**src/msn_pkg.sv**
```systemverilog
package msn_pkg;

  localparam logic [7:0] ADDR_BYTE0   = 8'he9;
  localparam logic [7:0] ADDR_BYTE5   = 8'hee;
  localparam logic [7:0] ADDR_CTRL    = 8'hef;
  localparam int         NUM_BYTES    = 6;

  localparam int         CTRL_ERR_BIT = 7;
  localparam int         CTRL_OVF_BIT = 6;
  localparam int         CTRL_DIR_BIT = 5;
  localparam int         SC_WIDTH     = 5;
  localparam logic [7:0] BYTE_RESET   = 8'h00;
  localparam logic [4:0] SC_RESET     = 5'h00;

  localparam int         MCYCLE_CLKS  = 6;
  localparam logic [2:0] FIRST_STEP   = 3'h4;
  localparam logic [2:0] NEXT_STEP    = 3'h6;
  localparam logic [4:0] NORM_MAX     = 5'h1f;
  localparam int         NORM_MAX_MC  = 6;
  localparam int         DIV_STEPS    = 32;

  typedef enum logic [2:0] {
    SEQ_IDLE    = 3'b000,
    SEQ_LOAD0   = 3'b001,
    SEQ_LOAD1   = 3'b010,
    SEQ_LONG    = 3'b011,
    SEQ_SHORT   = 3'b100,
    SEQ_MULSEL  = 3'b101,
    SEQ_RES_LO  = 3'b110,
    SEQ_RES_DIV = 3'b111
  } msn_seq_t;

endpackage

```
**src/msn_shifter.sv**
```systemverilog
`timescale 1ns/1ps
`default_nettype none
module msn_shifter #(
  parameter int WIDTH = 32
) (
  // Operand
  input  wire logic [WIDTH-1:0] i_value,
  input  wire logic             i_right,
  input  wire logic [2:0]       i_amount,
  // Result
  output logic      [WIDTH-1:0] o_value
);

  // Logical shifts, so only zeros fill the vacated end
  assign o_value = i_right ? (i_value >> i_amount) : (i_value << i_amount);

endmodule // msn_shifter
`default_nettype wire

```
**src/msn_divider.sv**
```systemverilog
`timescale 1ns/1ps
`default_nettype none
module msn_divider #(
  parameter int STEPS = msn_pkg::DIV_STEPS
) (
  // Clock and reset
  input  wire logic        i_clk,
  input  wire logic        i_rstn,
  // Control
  input  wire logic        i_start,
  input  wire logic        i_mul,
  input  wire logic        i_abort,
  input  wire logic [31:0] i_dividend,
  input  wire logic [15:0] i_divisor,
  // Result
  output logic             o_busy,
  output logic             o_done,
  output logic             o_ovf,
  output logic [31:0]      o_quot,
  output logic [15:0]      o_rem
);

  logic [15:0] div_reg;
  logic [5:0]  cnt_reg;
  logic [17:0] trial;
  logic [31:0] prod;

  assign trial = {1'b0, o_rem, o_quot[31]} - {2'b00, div_reg};
  // Operands widened first so the full 32-bit product is kept
  assign prod  = {16'h0, i_dividend[15:0]} * {16'h0, i_divisor};

  always_ff @(posedge i_clk or negedge i_rstn) begin
    if (!i_rstn) begin
      o_busy  <= 1'b0;
      o_done  <= 1'b0;
      o_ovf   <= 1'b0;
      o_quot  <= 32'h0;
      o_rem   <= 16'h0;
      div_reg <= 16'h0;
      cnt_reg <= 6'h0;
    end else begin
      o_done <= 1'b0;
      if (i_abort) begin
        o_busy <= 1'b0;
      end else if (i_start && i_mul) begin
        o_quot <= prod;
        o_ovf  <= prod > 32'h0000ffff;
        o_done <= 1'b1;
      end else if (i_start && (i_divisor == 16'h0)) begin
        // Zero divisor: saturated quotient, low 16 dividend bits kept as remainder
        o_quot <= 32'hffffffff;
        o_rem  <= i_dividend[15:0];
        o_ovf  <= 1'b1;
        o_done <= 1'b1;
      end else if (i_start) begin
        o_quot  <= i_dividend;
        o_rem   <= 16'h0;
        o_ovf   <= 1'b0;
        div_reg <= i_divisor;
        cnt_reg <= 6'(STEPS);
        o_busy  <= 1'b1;
      end else if (o_busy) begin
        if (!trial[17]) begin
          o_rem  <= trial[15:0];
          o_quot <= {o_quot[30:0], 1'b1};
        end else begin
          o_rem  <= {o_rem[14:0], o_quot[31]};
          o_quot <= {o_quot[30:0], 1'b0};
        end
        cnt_reg <= cnt_reg - 6'h1;
        if (cnt_reg == 6'h1) begin
          o_busy <= 1'b0;
          o_done <= 1'b1;
        end
      end
    end
  end

endmodule // msn_divider
`default_nettype wire

```
**src/msn_unit.sv**
```systemverilog
`timescale 1ns/1ps
`default_nettype none
module msn_unit (
  // Clock and reset
  input  wire logic       i_clk,
  input  wire logic       i_rstn,
  // Special function register access
  input  wire logic [7:0] i_sfr_addr,
  input  wire logic       i_sfr_wr,
  input  wire logic       i_sfr_rd,
  input  wire logic [7:0] i_sfr_wdata,
  output logic      [7:0] o_sfr_rdata,
  output logic            o_sfr_sel
);

  logic [7:0]       md_reg [msn_pkg::NUM_BYTES];
  logic [5:0]       wr_b;
  logic [5:0]       rd_b;
  logic             wr_ctrl;
  logic             rd_ctrl;
  logic [2:0]       mc_cnt_reg;
  logic             mc_tick;
  logic             sh_busy_reg;
  logic             sh_first_reg;
  logic             sh_right_reg;
  logic [4:0]       sh_rem_reg;
  logic [4:0]       sc_reg;
  logic             dir_reg;
  logic             ovf_reg;
  logic             err_reg;
  logic             err_set;
  logic [2:0]       step;
  logic [2:0]       amt;
  logic [31:0]      cur_val;
  logic [31:0]      sh_val;
  logic [4:0]       norm_cnt;
  logic             start_norm;
  logic             start_shift;
  logic             armed;
  logic             eng_start;
  logic             eng_mul;
  logic             eng_busy;
  logic             eng_done;
  logic             eng_ovf;
  logic             eng_div_reg;
  logic [31:0]      eng_quot;
  logic [15:0]      eng_rem;
  msn_pkg::msn_seq_t seq_reg;

  function automatic logic [4:0] lead_zero_cap(input logic [31:0] v);
    logic [4:0] n;
    n = msn_pkg::NORM_MAX;
    for (int i = 0; i < 32; i++) begin
      if (v[i]) begin
        n = 5'(31 - i);
      end
    end
    return n;
  endfunction

  always_comb begin
    for (int i = 0; i < msn_pkg::NUM_BYTES; i++) begin
      wr_b[i] = i_sfr_wr && (i_sfr_addr == msn_pkg::ADDR_BYTE0 + 8'(i));
      rd_b[i] = i_sfr_rd && (i_sfr_addr == msn_pkg::ADDR_BYTE0 + 8'(i));
    end
  end

  assign wr_ctrl     = i_sfr_wr && (i_sfr_addr == msn_pkg::ADDR_CTRL);
  assign rd_ctrl     = i_sfr_rd && (i_sfr_addr == msn_pkg::ADDR_CTRL);
  assign o_sfr_sel   = (i_sfr_addr >= msn_pkg::ADDR_BYTE0) && (i_sfr_addr <= msn_pkg::ADDR_CTRL);
  assign cur_val     = {md_reg[3], md_reg[2], md_reg[1], md_reg[0]};
  assign norm_cnt    = lead_zero_cap(cur_val);
  assign start_norm  = wr_ctrl && (i_sfr_wdata[msn_pkg::SC_WIDTH-1:0] == 5'h0);
  assign start_shift = wr_ctrl && (i_sfr_wdata[msn_pkg::SC_WIDTH-1:0] != 5'h0);
  assign armed       = (seq_reg != msn_pkg::SEQ_IDLE);

  // Machine cycle enable
  always_ff @(posedge i_clk or negedge i_rstn) begin
    if (!i_rstn) begin
      mc_cnt_reg <= 3'h0;
    end else if (mc_cnt_reg == 3'(msn_pkg::MCYCLE_CLKS - 1)) begin
      mc_cnt_reg <= 3'h0;
    end else begin
      mc_cnt_reg <= mc_cnt_reg + 3'h1;
    end
  end
  assign mc_tick = (mc_cnt_reg == 3'(msn_pkg::MCYCLE_CLKS - 1));

  assign step = sh_first_reg ? msn_pkg::FIRST_STEP : msn_pkg::NEXT_STEP;
  assign amt  = ({2'b00, step} > sh_rem_reg) ? sh_rem_reg[2:0] : step;

  msn_shifter #(
    .WIDTH(32)
  ) u_shifter (
    .i_value (cur_val),
    .i_right (sh_right_reg),
    .i_amount(amt),
    .o_value (sh_val)
  );

  // Shift engine; normalize becomes a left shift by the leading zero count
  always_ff @(posedge i_clk or negedge i_rstn) begin
    if (!i_rstn) begin
      sh_busy_reg  <= 1'b0;
      sh_first_reg <= 1'b0;
      sh_right_reg <= 1'b0;
      sh_rem_reg   <= 5'h0;
    end else if (wr_b[0]) begin
      sh_busy_reg <= 1'b0;
    end else if (start_norm) begin
      sh_right_reg <= 1'b0;
      sh_rem_reg   <= norm_cnt;
      sh_first_reg <= 1'b1;
      sh_busy_reg  <= (norm_cnt != 5'h0);
    end else if (start_shift) begin
      sh_right_reg <= i_sfr_wdata[msn_pkg::CTRL_DIR_BIT];
      sh_rem_reg   <= i_sfr_wdata[msn_pkg::SC_WIDTH-1:0];
      sh_first_reg <= 1'b1;
      sh_busy_reg  <= 1'b1;
    end else if (sh_busy_reg && mc_tick) begin
      sh_rem_reg   <= sh_rem_reg - {2'b00, amt};
      sh_first_reg <= 1'b0;
      sh_busy_reg  <= (sh_rem_reg != {2'b00, amt});
    end
  end

  // Control fields
  always_ff @(posedge i_clk or negedge i_rstn) begin
    if (!i_rstn) begin
      sc_reg  <= msn_pkg::SC_RESET;
      dir_reg <= 1'b0;
    end else if (start_norm) begin
      sc_reg  <= norm_cnt;
      dir_reg <= i_sfr_wdata[msn_pkg::CTRL_DIR_BIT];
    end else if (start_shift) begin
      sc_reg  <= i_sfr_wdata[msn_pkg::SC_WIDTH-1:0];
      dir_reg <= i_sfr_wdata[msn_pkg::CTRL_DIR_BIT];
    end
  end

  // Overflow is hardware owned; the written bit 6 is dropped
  always_ff @(posedge i_clk or negedge i_rstn) begin
    if (!i_rstn) begin
      ovf_reg <= 1'b0;
    end else if (start_norm) begin
      ovf_reg <= md_reg[3][7];
    end else if (start_shift) begin
      ovf_reg <= 1'b0;
    end else if (eng_done) begin
      ovf_reg <= eng_ovf;
    end
  end

  // Write order selects the arithmetic operation
  always_ff @(posedge i_clk or negedge i_rstn) begin
    if (!i_rstn) begin
      seq_reg <= msn_pkg::SEQ_IDLE;
    end else if (wr_b[0]) begin
      seq_reg <= msn_pkg::SEQ_LOAD0;
    end else if (wr_ctrl) begin
      seq_reg <= msn_pkg::SEQ_RES_LO;
    end else begin
      case (seq_reg)
        msn_pkg::SEQ_LOAD0: begin
          if (wr_b[1]) begin
            seq_reg <= msn_pkg::SEQ_LOAD1;
          end else if (wr_b[4]) begin
            seq_reg <= msn_pkg::SEQ_MULSEL;
          end
        end
        msn_pkg::SEQ_LOAD1: begin
          if (wr_b[2]) begin
            seq_reg <= msn_pkg::SEQ_LONG;
          end else if (wr_b[4]) begin
            seq_reg <= msn_pkg::SEQ_SHORT;
          end
        end
        msn_pkg::SEQ_LONG, msn_pkg::SEQ_SHORT: begin
          if (wr_b[5]) begin
            seq_reg <= msn_pkg::SEQ_RES_DIV;
          end
        end
        msn_pkg::SEQ_MULSEL: begin
          if (wr_b[5]) begin
            seq_reg <= msn_pkg::SEQ_RES_LO;
          end
        end
        msn_pkg::SEQ_RES_LO: begin
          if (rd_b[3]) begin
            seq_reg <= msn_pkg::SEQ_IDLE;
          end
        end
        msn_pkg::SEQ_RES_DIV: begin
          if (rd_b[5]) begin
            seq_reg <= msn_pkg::SEQ_IDLE;
          end
        end
        default: begin
          seq_reg <= msn_pkg::SEQ_IDLE;
        end
      endcase
    end
  end

  assign eng_start = wr_b[5] && ((seq_reg == msn_pkg::SEQ_LONG) || (seq_reg == msn_pkg::SEQ_SHORT) ||
                                 (seq_reg == msn_pkg::SEQ_MULSEL));
  assign eng_mul   = (seq_reg == msn_pkg::SEQ_MULSEL);

  always_ff @(posedge i_clk or negedge i_rstn) begin
    if (!i_rstn) begin
      eng_div_reg <= 1'b0;
    end else if (eng_start) begin
      eng_div_reg <= !eng_mul;
    end
  end

  msn_divider #(
    .STEPS(msn_pkg::DIV_STEPS)
  ) u_divider (
    .i_clk     (i_clk),
    .i_rstn    (i_rstn),
    .i_start   (eng_start),
    .i_mul     (eng_mul),
    .i_abort   (wr_b[0] || wr_ctrl),
    .i_dividend(seq_reg == msn_pkg::SEQ_LONG ? cur_val : {16'h0, md_reg[1], md_reg[0]}),
    .i_divisor ({i_sfr_wdata, md_reg[4]}),
    .o_busy    (eng_busy),
    .o_done    (eng_done),
    .o_ovf     (eng_ovf),
    .o_quot    (eng_quot),
    .o_rem     (eng_rem)
  );

  // Operand/result bytes; reads never disturb them, so results wait forever
  always_ff @(posedge i_clk or negedge i_rstn) begin
    if (!i_rstn) begin
      for (int i = 0; i < msn_pkg::NUM_BYTES; i++) begin
        md_reg[i] <= msn_pkg::BYTE_RESET;
      end
    end else if (wr_b[0]) begin
      md_reg[0] <= i_sfr_wdata;
    end else if (eng_done && !wr_ctrl) begin
      {md_reg[3], md_reg[2], md_reg[1], md_reg[0]} <= eng_quot;
      if (eng_div_reg) begin
        {md_reg[5], md_reg[4]} <= eng_rem;
      end
    end else if (sh_busy_reg && mc_tick && !wr_ctrl) begin
      {md_reg[3], md_reg[2], md_reg[1], md_reg[0]} <= sh_val;
    end else if (!sh_busy_reg && !eng_busy) begin
      // Writes to bytes 1 to 5 during a running shift or divide are dropped to protect it
      for (int i = 1; i < msn_pkg::NUM_BYTES; i++) begin
        if (wr_b[i]) begin
          md_reg[i] <= i_sfr_wdata;
        end
      end
    end
  end

  // Error flag: set wins over the read clear
  assign err_set = (wr_b[0] && armed) || (sh_busy_reg && ((|rd_b[3:0]) || wr_b[0]));
  always_ff @(posedge i_clk or negedge i_rstn) begin
    if (!i_rstn) begin
      err_reg <= 1'b0;
    end else if (err_set) begin
      err_reg <= 1'b1;
    end else if (rd_ctrl) begin
      err_reg <= 1'b0;
    end
  end

  // Read data registered one clock after the strobe
  always_ff @(posedge i_clk or negedge i_rstn) begin
    if (!i_rstn) begin
      o_sfr_rdata <= 8'h00;
    end else if (rd_ctrl) begin
      o_sfr_rdata <= {err_reg, ovf_reg, dir_reg, sc_reg};
    end else if (i_sfr_rd) begin
      o_sfr_rdata <= 8'h00;
      for (int i = 0; i < msn_pkg::NUM_BYTES; i++) begin
        if (rd_b[i]) begin
          o_sfr_rdata <= md_reg[i];
        end
      end
    end
  end

  a_norm_bound: assert property (@(posedge i_clk) disable iff (!i_rstn)
    start_norm |-> ##[1:42] !sh_busy_reg) else $error("normalize too slow");
  a_norm_msb: assert property (@(posedge i_clk) disable iff (!i_rstn)
    (start_norm && cur_val != 32'h0) ##1 (!wr_b[0] && !wr_ctrl)[*7] |-> md_reg[3][7] || sh_busy_reg)
    else $error("normalize left msb clear");
  a_norm_ovf: assert property (@(posedge i_clk) disable iff (!i_rstn)
    start_norm |=> ovf_reg == $past(md_reg[3][7])) else $error("normalize overflow wrong");
  a_norm_count: assert property (@(posedge i_clk) disable iff (!i_rstn)
    start_norm |=> sc_reg == $past(norm_cnt)) else $error("normalize count wrong");
  a_shift_ovf_clr: assert property (@(posedge i_clk) disable iff (!i_rstn)
    start_shift |=> !ovf_reg) else $error("shift kept overflow");
  a_first_step: assert property (@(posedge i_clk) disable iff (!i_rstn)
    (sh_busy_reg && sh_first_reg && mc_tick && sh_rem_reg > 5'h4 && !wr_b[0] && !wr_ctrl)
    |=> sh_rem_reg == $past(sh_rem_reg) - 5'h4) else $error("first step not four");
  a_later_step: assert property (@(posedge i_clk) disable iff (!i_rstn)
    (sh_busy_reg && !sh_first_reg && mc_tick && sh_rem_reg > 5'h6 && !wr_b[0] && !wr_ctrl)
    |=> sh_rem_reg == $past(sh_rem_reg) - 5'h6) else $error("later step not six");
  a_err_rewrite: assert property (@(posedge i_clk) disable iff (!i_rstn)
    (wr_b[0] && armed) |=> err_reg) else $error("rewrite not flagged");
  a_err_clear: assert property (@(posedge i_clk) disable iff (!i_rstn)
    (rd_ctrl && !err_set) |=> !err_reg) else $error("error flag not cleared");
  a_div_disarm: assert property (@(posedge i_clk) disable iff (!i_rstn)
    (seq_reg == msn_pkg::SEQ_RES_DIV && rd_b[5] && !i_sfr_wr) |=> !armed) else $error("divide not disarmed");

endmodule // msn_unit
`default_nettype wire

```
**config.mk**
```make
export PLATFORM = sky130hd
export DESIGN_NAME = msn_unit
export DESIGN_NICKNAME = d
export VERILOG_FILES = /design/src/msn_pkg.sv /design/src/msn_shifter.sv /design/src/msn_divider.sv /design/src/msn_unit.sv
export SDC_FILE = /design/constraint.sdc
export NUM_CORES = 1
export LEC_CHECK = 0
export BUFFER_PORTS_ARGS = -buffer_cell sky130_fd_sc_hd__buf_2
export CAP_MARGIN = 20
export CORE_MARGIN = 2
export CORE_UTILIZATION = 50
export CTS_CLUSTER_DIAMETER = 150
export DETAILED_ROUTE_END_ITERATION = 8
export MAX_ROUTING_LAYER = met4
export PLACE_DENSITY_LB_ADDON = 0.15
export SLEW_MARGIN = 20
export SYNTH_ARGS = -nofsm -noshare
export SYNTH_HDL_FRONTEND = slang
export SYNTH_HIERARCHICAL = 1
export SYNTH_SLANG_ARGS = --single-unit
```
**constraint.sdc**
```tcl
create_clock -name i_clk -period 13.65 [get_ports i_clk]
set_input_delay 1.365 -clock i_clk [delete_from_list [all_inputs] [get_ports i_clk]]
set_output_delay 1.365 -clock i_clk [all_outputs]
set_load 0.005 [all_outputs]
```
# Word-level counts from Yosys, hierarchy flattened
# Index checks and enable logic that the tools add are counted.
[word_totals] latchBits=0 register_bits=152 mem_count=0 romBits=0 mem_bits_rw=0 inputBits=20
[op_classes] mul=1 n_addsub=4 n_eq_ne=27 n_bitwise=4 shifts=2 reduce_logical=74 muxes=113 div_mod_pow=0 n_lt_le_gt_ge=4
[op_table] cell="$mux W32" n=6
[op_table] cell="$mux W5" n=35
[op_table] cell="$mux W8" n=15
[op_table] cell="$mux W16" n=6
[op_table] cell="$eq A8 B8 Y1 const B" n=7
[op_table] cell="$mux W48" n=1
[op_table] cell="$mux W40" n=1
[op_table] cell="$mux W3" n=12
[op_table] cell="$gt A32 B16 Y1 const B" n=1
[op_table] cell="$mul A16 B16 Y32" n=1
[op_table] cell="$mux W1" n=32
[op_table] cell="$shl A32 B3 Y32" n=1
[op_table] cell="$shr A32 B3 Y32" n=1
[op_table] cell="$reduce_bool A3 Y1" n=10
[op_table] cell="$logic_and A1 B1 Y1" n=26
[op_table] cell="$mux W24" n=1
[op_table] cell="$pmux W3 S6" n=1
[op_table] cell="$sub A17 B16 Y18" n=1
[op_table] cell="$logic_not A16 Y1" n=1
[op_table] cell="$ne A4 B4 Y1 const B" n=4
[op_table] cell="$eq A3 B3 Y1 const B" n=5
[op_table] cell="$reduce_bool A2 Y1" n=7
[op_table] cell="$mux W6" n=2
[op_table] cell="$reduce_and A3 Y1" n=4
[op_table] cell="26 further kinds" n=48

# Depth between registers and ports, before layout
[logic_depth] depth_word=34 ltp_mapped=25 mapped_depth_nobuf=23

# Cells and area by module
# Netlist, hierarchy kept.
[by_module_without_submodules] mod="msn_divider" area_per_inst_um2=13359.1 n_inst=1 seq_area_each_um2=1826.8 cells_each=1588
[by_module_without_submodules] mod="msn_unit" area_per_inst_um2=5561.6 n_inst=1 seq_area_each_um2=1976.9 cells_each=709
[by_module_without_submodules] mod="msn_shifter" area_per_inst_um2=2359.8 n_inst=1 seq_area_each_um2=0.0 cells_each=308

# Worst setup path before layout
# Ideal clock, no wire load.
[synth_path] path_kind="input port to flip-flop" start="input i_sfr_wdata[1]" end="register u_divider.o_ovf" arrival_time_ps=7379 n_path_buf=3 setup_time_ps=128 slack_ps=6143 stages=25 cell_sequence="clkbuf_1 clkbuf_1 nand2_1 fa_1 inv_1 fa_1 inv_1 fa_1 inv_1 fa_1 fa_1 inv_1 fa_1 inv_1 ha_1 buf_6 and4_4 nand4b_1 a21boi_2 nand2_1 or4_4 a221oi_2 nand4_1 a2111oi_2 nor2_1"
[synth_via] elab_chain_len=4 elab_cells_between_ends=8 cone_classes="1 x mul; 1 x order compare; 2 x mux; 4 x reduce/logical"
[synth_lines] element="from (decl)" line="msn_unit.sv:11" source="input wire logic [7:0] i_sfr_wdata,"
[synth_lines] element="branches (longest 4 deep; another with $mul A16 B16 Y32)"
[synth_lines] element="to (signal assigned)" line="msn_divider.sv:47" source="o_ovf <= prod > 32'h0000ffff;"
[synth_lines] element="to (decl)" line="msn_divider.sv:18" source="output logic o_ovf,"
# Several ways; the timed one is not identified.
# A chain may end at the register's enable or synchronous reset.

# Final worst setup path
[layout_path] start="input i_sfr_wdata[2]" end="register u_divider.o_ovf"
# Same word-level chain as after synthesis.

==> flow_summary.ini <==
[sta]
hold_viol_final = 0
setup_tns_ps = 0
max_freq_mhz = 132
setup_violations = 0
slew-limit-headroom_pct = 26.4
rsz0062_at_grt = no
finalCritPeriodShare_pct = 55.6
setup_slack_ps = 6070
clock_skew_ps = 12.8
worst_slew_pin_slew_ps = 1100
maxSlewViolCount = 0
finalCriticalPeriod_ps = 7580

[clocking]
root_buffer = clkbuf_16
clockBufferDepth = 2
clk-insertion-delay-late_ps = 450
cts.sinks = 152
htreeDepth = 4
hold_buffers = 0
clk_pin_slew_ps = 80
ctsResizeCount = 0
numCtsBuffers = 17
tritoncts = yes
cts_setup_buffers = 0

[synthesis]
synth_cells = 2605
yosysMostFrequentCell = nand2_1
yosysSeqAreaShare_pct = 17.9
synthArstFlopShare_pct = 100
synth_edf_count = 0
synthTopCellsByCount = 336 x nand2_1, 310 x inv_1, 196 x fa_1
yosys.area.top_type = fa_1
syn_area_mm2 = 0.0213
synth_area_leaders = fa_1 18%, dfrtp_1 18%, ha_1 7.3%, nand2_1 5.9%, inv_1 5.5%
yosys_warnings = 6
syn_nets = 2945
yosysTopAreaCellShare_pct = 18.4
synth_area_per_cell_um2 = 8.17
synth_seq_cells = 152
synth.distinct_cells = 109
synth_ff_type = dfrtp_1

[place]
dp_hpwl_mm = 51.1
pre_cts_slack_ps = 5690
gp_congestion = 0.934
io_buffers = 28

[floorplan]
io_pins = 29
die-width_um = 210
coreArea_mm2 = 0.0419
row_count = 75
dieArea_mm2 = 0.0442
initial_core_util_pct = 50.7
die_h_um = 210

[global_routing]
grt_max_degree = 88
grt_pass1_vias = 19300
grt_pass1_wl_mm = 113
overflow = 0
antenna_found_initial = 2
track_usage_pct = 34.0

[setup_path]
required_ps = 13990
cp-end-kind = flip-flop
worstPathMaxFanout = 27
worstSetupPathType = in2reg
worstPathArrival_ps = 7920
setup.worst_path.start_class = primary input

[drt]
drc = 0
wl_per_cell_um = 23.5
vias_per_cell = 6.41
wl_mm = 71.9
drt_iter0_drc = 2555
drtAntennaViolNets = 0
drt-pass1-iter-count = 6
vias = 19600

[pwr]
seq_power_share_pct = 12.1
power_density_mw_per_mm2 = 251
power.leakage_nw = 10.1
comb_power_share_pct = 79.0
p_sw_share_pct = 57.3
p_int_mw = 2.38
ir_worst_vdd_mv = 0.242
p_switching_mw = 3.19
clockPowerShare_pct = 8.9

[layout]
fin_util_pct = 52.9
layout-area-overhead-vs-synth_pct = 4.31
fin_nets = 2850
fillCellCount = 3960
drive_above_1_share_pct = 7.81

[outcome]
status = finished, final reports clean

[run]
maxCapViolations = 0

[worst_hold_path]
worst_hold_path_type = reg2reg
## cells by family after synthesis
group | share of synthesized area (%)
simple gates | 19.8
xor+xnor | 1.19
flops | 17.9
buf+inv | 9.57
fa+ha+maj | 25.7
mux | 5.81
compound gates | 20.0
other cells | 0.0176
## path summary, 6_finish.rpt
path | from | to | cells after the start | slack [ps]
setup / recovery | i_sfr_wdata[2] | u_divider/o_ovf$_DFFE_PN0P_ | 21 | 6070
hold / removal | u_divider/cnt_reg[1]$_DFFE_PN0P_ | u_divider/cnt_reg[1]$_DFFE_PN0P_ | 2 | 480
setup reg to reg | cur_val[10]$_DFFE_PN0P_ | u_divider/o_ovf$_DFFE_PN0P_ | 21 | 6170
hold reg to reg | u_divider/cnt_reg[1]$_DFFE_PN0P_ | u_divider/cnt_reg[1]$_DFFE_PN0P_ | 2 | 480
max in group asynchronous | i_rstn | u_divider/o_rem[3]$_DFFE_PN0P_ | 2 | 11480
min in group asynchronous | i_rstn | mc_cnt_reg[0]$_DFF_PN0_ | 1 | 920
## area by class of cell
| type | count | area (um^2) | area share [%] |
|---|---|---|---|
| well taps | 539 | 674 | 3.04 |
| multi-input cells | 1954 | 15500 | 69.6 |
| clock inverters | 14 | 159 | 0.716 |
| inverters | 312 | 1170 | 5.28 |
| clock buffers | 18 | 439 | 1.98 |
| repair buffers | 73 | 488 | 2.20 |
| diodes | 2 | 5.00 | 0.0225 |
| flip-flops and latches | 152 | 3800 | 17.1 |
## metrics by stage
stage          std cells  total power, mW  instance area [um^2]  hold WS, ps
5_1_grt             3064             6.06                 22200          517
3_5_place_dp        3030             4.98                 21600          470
4_1_cts             3062             5.51                 22200          485
3_3_place_gp        3030             4.95                 21600          464
2_1_floorplan       2605             3.93                 21300          446
6_report            3064             5.57                 22200          484
## per-layer routing
layer / routed length, um / GRT usage, %
met2: 32700 / 51.9
met5: 0 / -
met1: 30300 / 46.2
met4: 2770 / 12.5
met3: 6140 / 4.98
## critical path: stages
cell and delay [ps]:
buf_2 620, nand2_1 150, fa_1 510, inv_1 50
fa_1 480, fa_1 520, fa_1 520, fa_1 550
inv_1 60, fa_1 530, inv_1 40, ha_1 440
nand2_1 150, o21ai_0 510, nand3_1 140, a31oi_1 160
a41oi_1 100, xor2_1 400, nand4_1 200, a2111oi_2 360
nor2_1 70
## power groups by stage
stage	sequential (mW)	clock (mW)	combinational [mW]
floorplan	0.579	0	3.35
global placement	0.672	0	4.27
detailed placement	0.673	0	4.31
CTS	0.664	0.499	4.35
global route	0.678	0.519	4.86
finish	0.674	0.495	4.40
## cell usage in the layout (no fill, tap or decap), types with 9 or more instances in the layout
master / instances
nor2b_1: 19
mux2i_1: 61
a221o_1: 11
o21ai_0: 126
clkbuf_16: 17
o31ai_1: 24
a22oi_1: 10
nand3_1: 39
xnor2_1: 15
and2_1: 126
dfrtp_1: 151
nor2_1: 120
mux4_2: 10
or3_1: 16
o22a_1: 12
nand2_1: 336
buf_2: 27
nor4_1: 18
buf_4: 44
a211oi_1: 28
inv_1: 309
xor2_1: 14
fa_1: 196
nor3_1: 75
ha_1: 124
a21oi_1: 152
nand4_1: 9
a221oi_1: 16
or2_2: 10
o211ai_1: 29
o221ai_1: 9
nand2b_1: 22
mux2_2: 32
and3_1: 21
o22ai_1: 33
a31oi_1: 33
o21ai_1: 19
o21a_1: 17
a21o_1: 14
(Power assumes the default switching activity.)
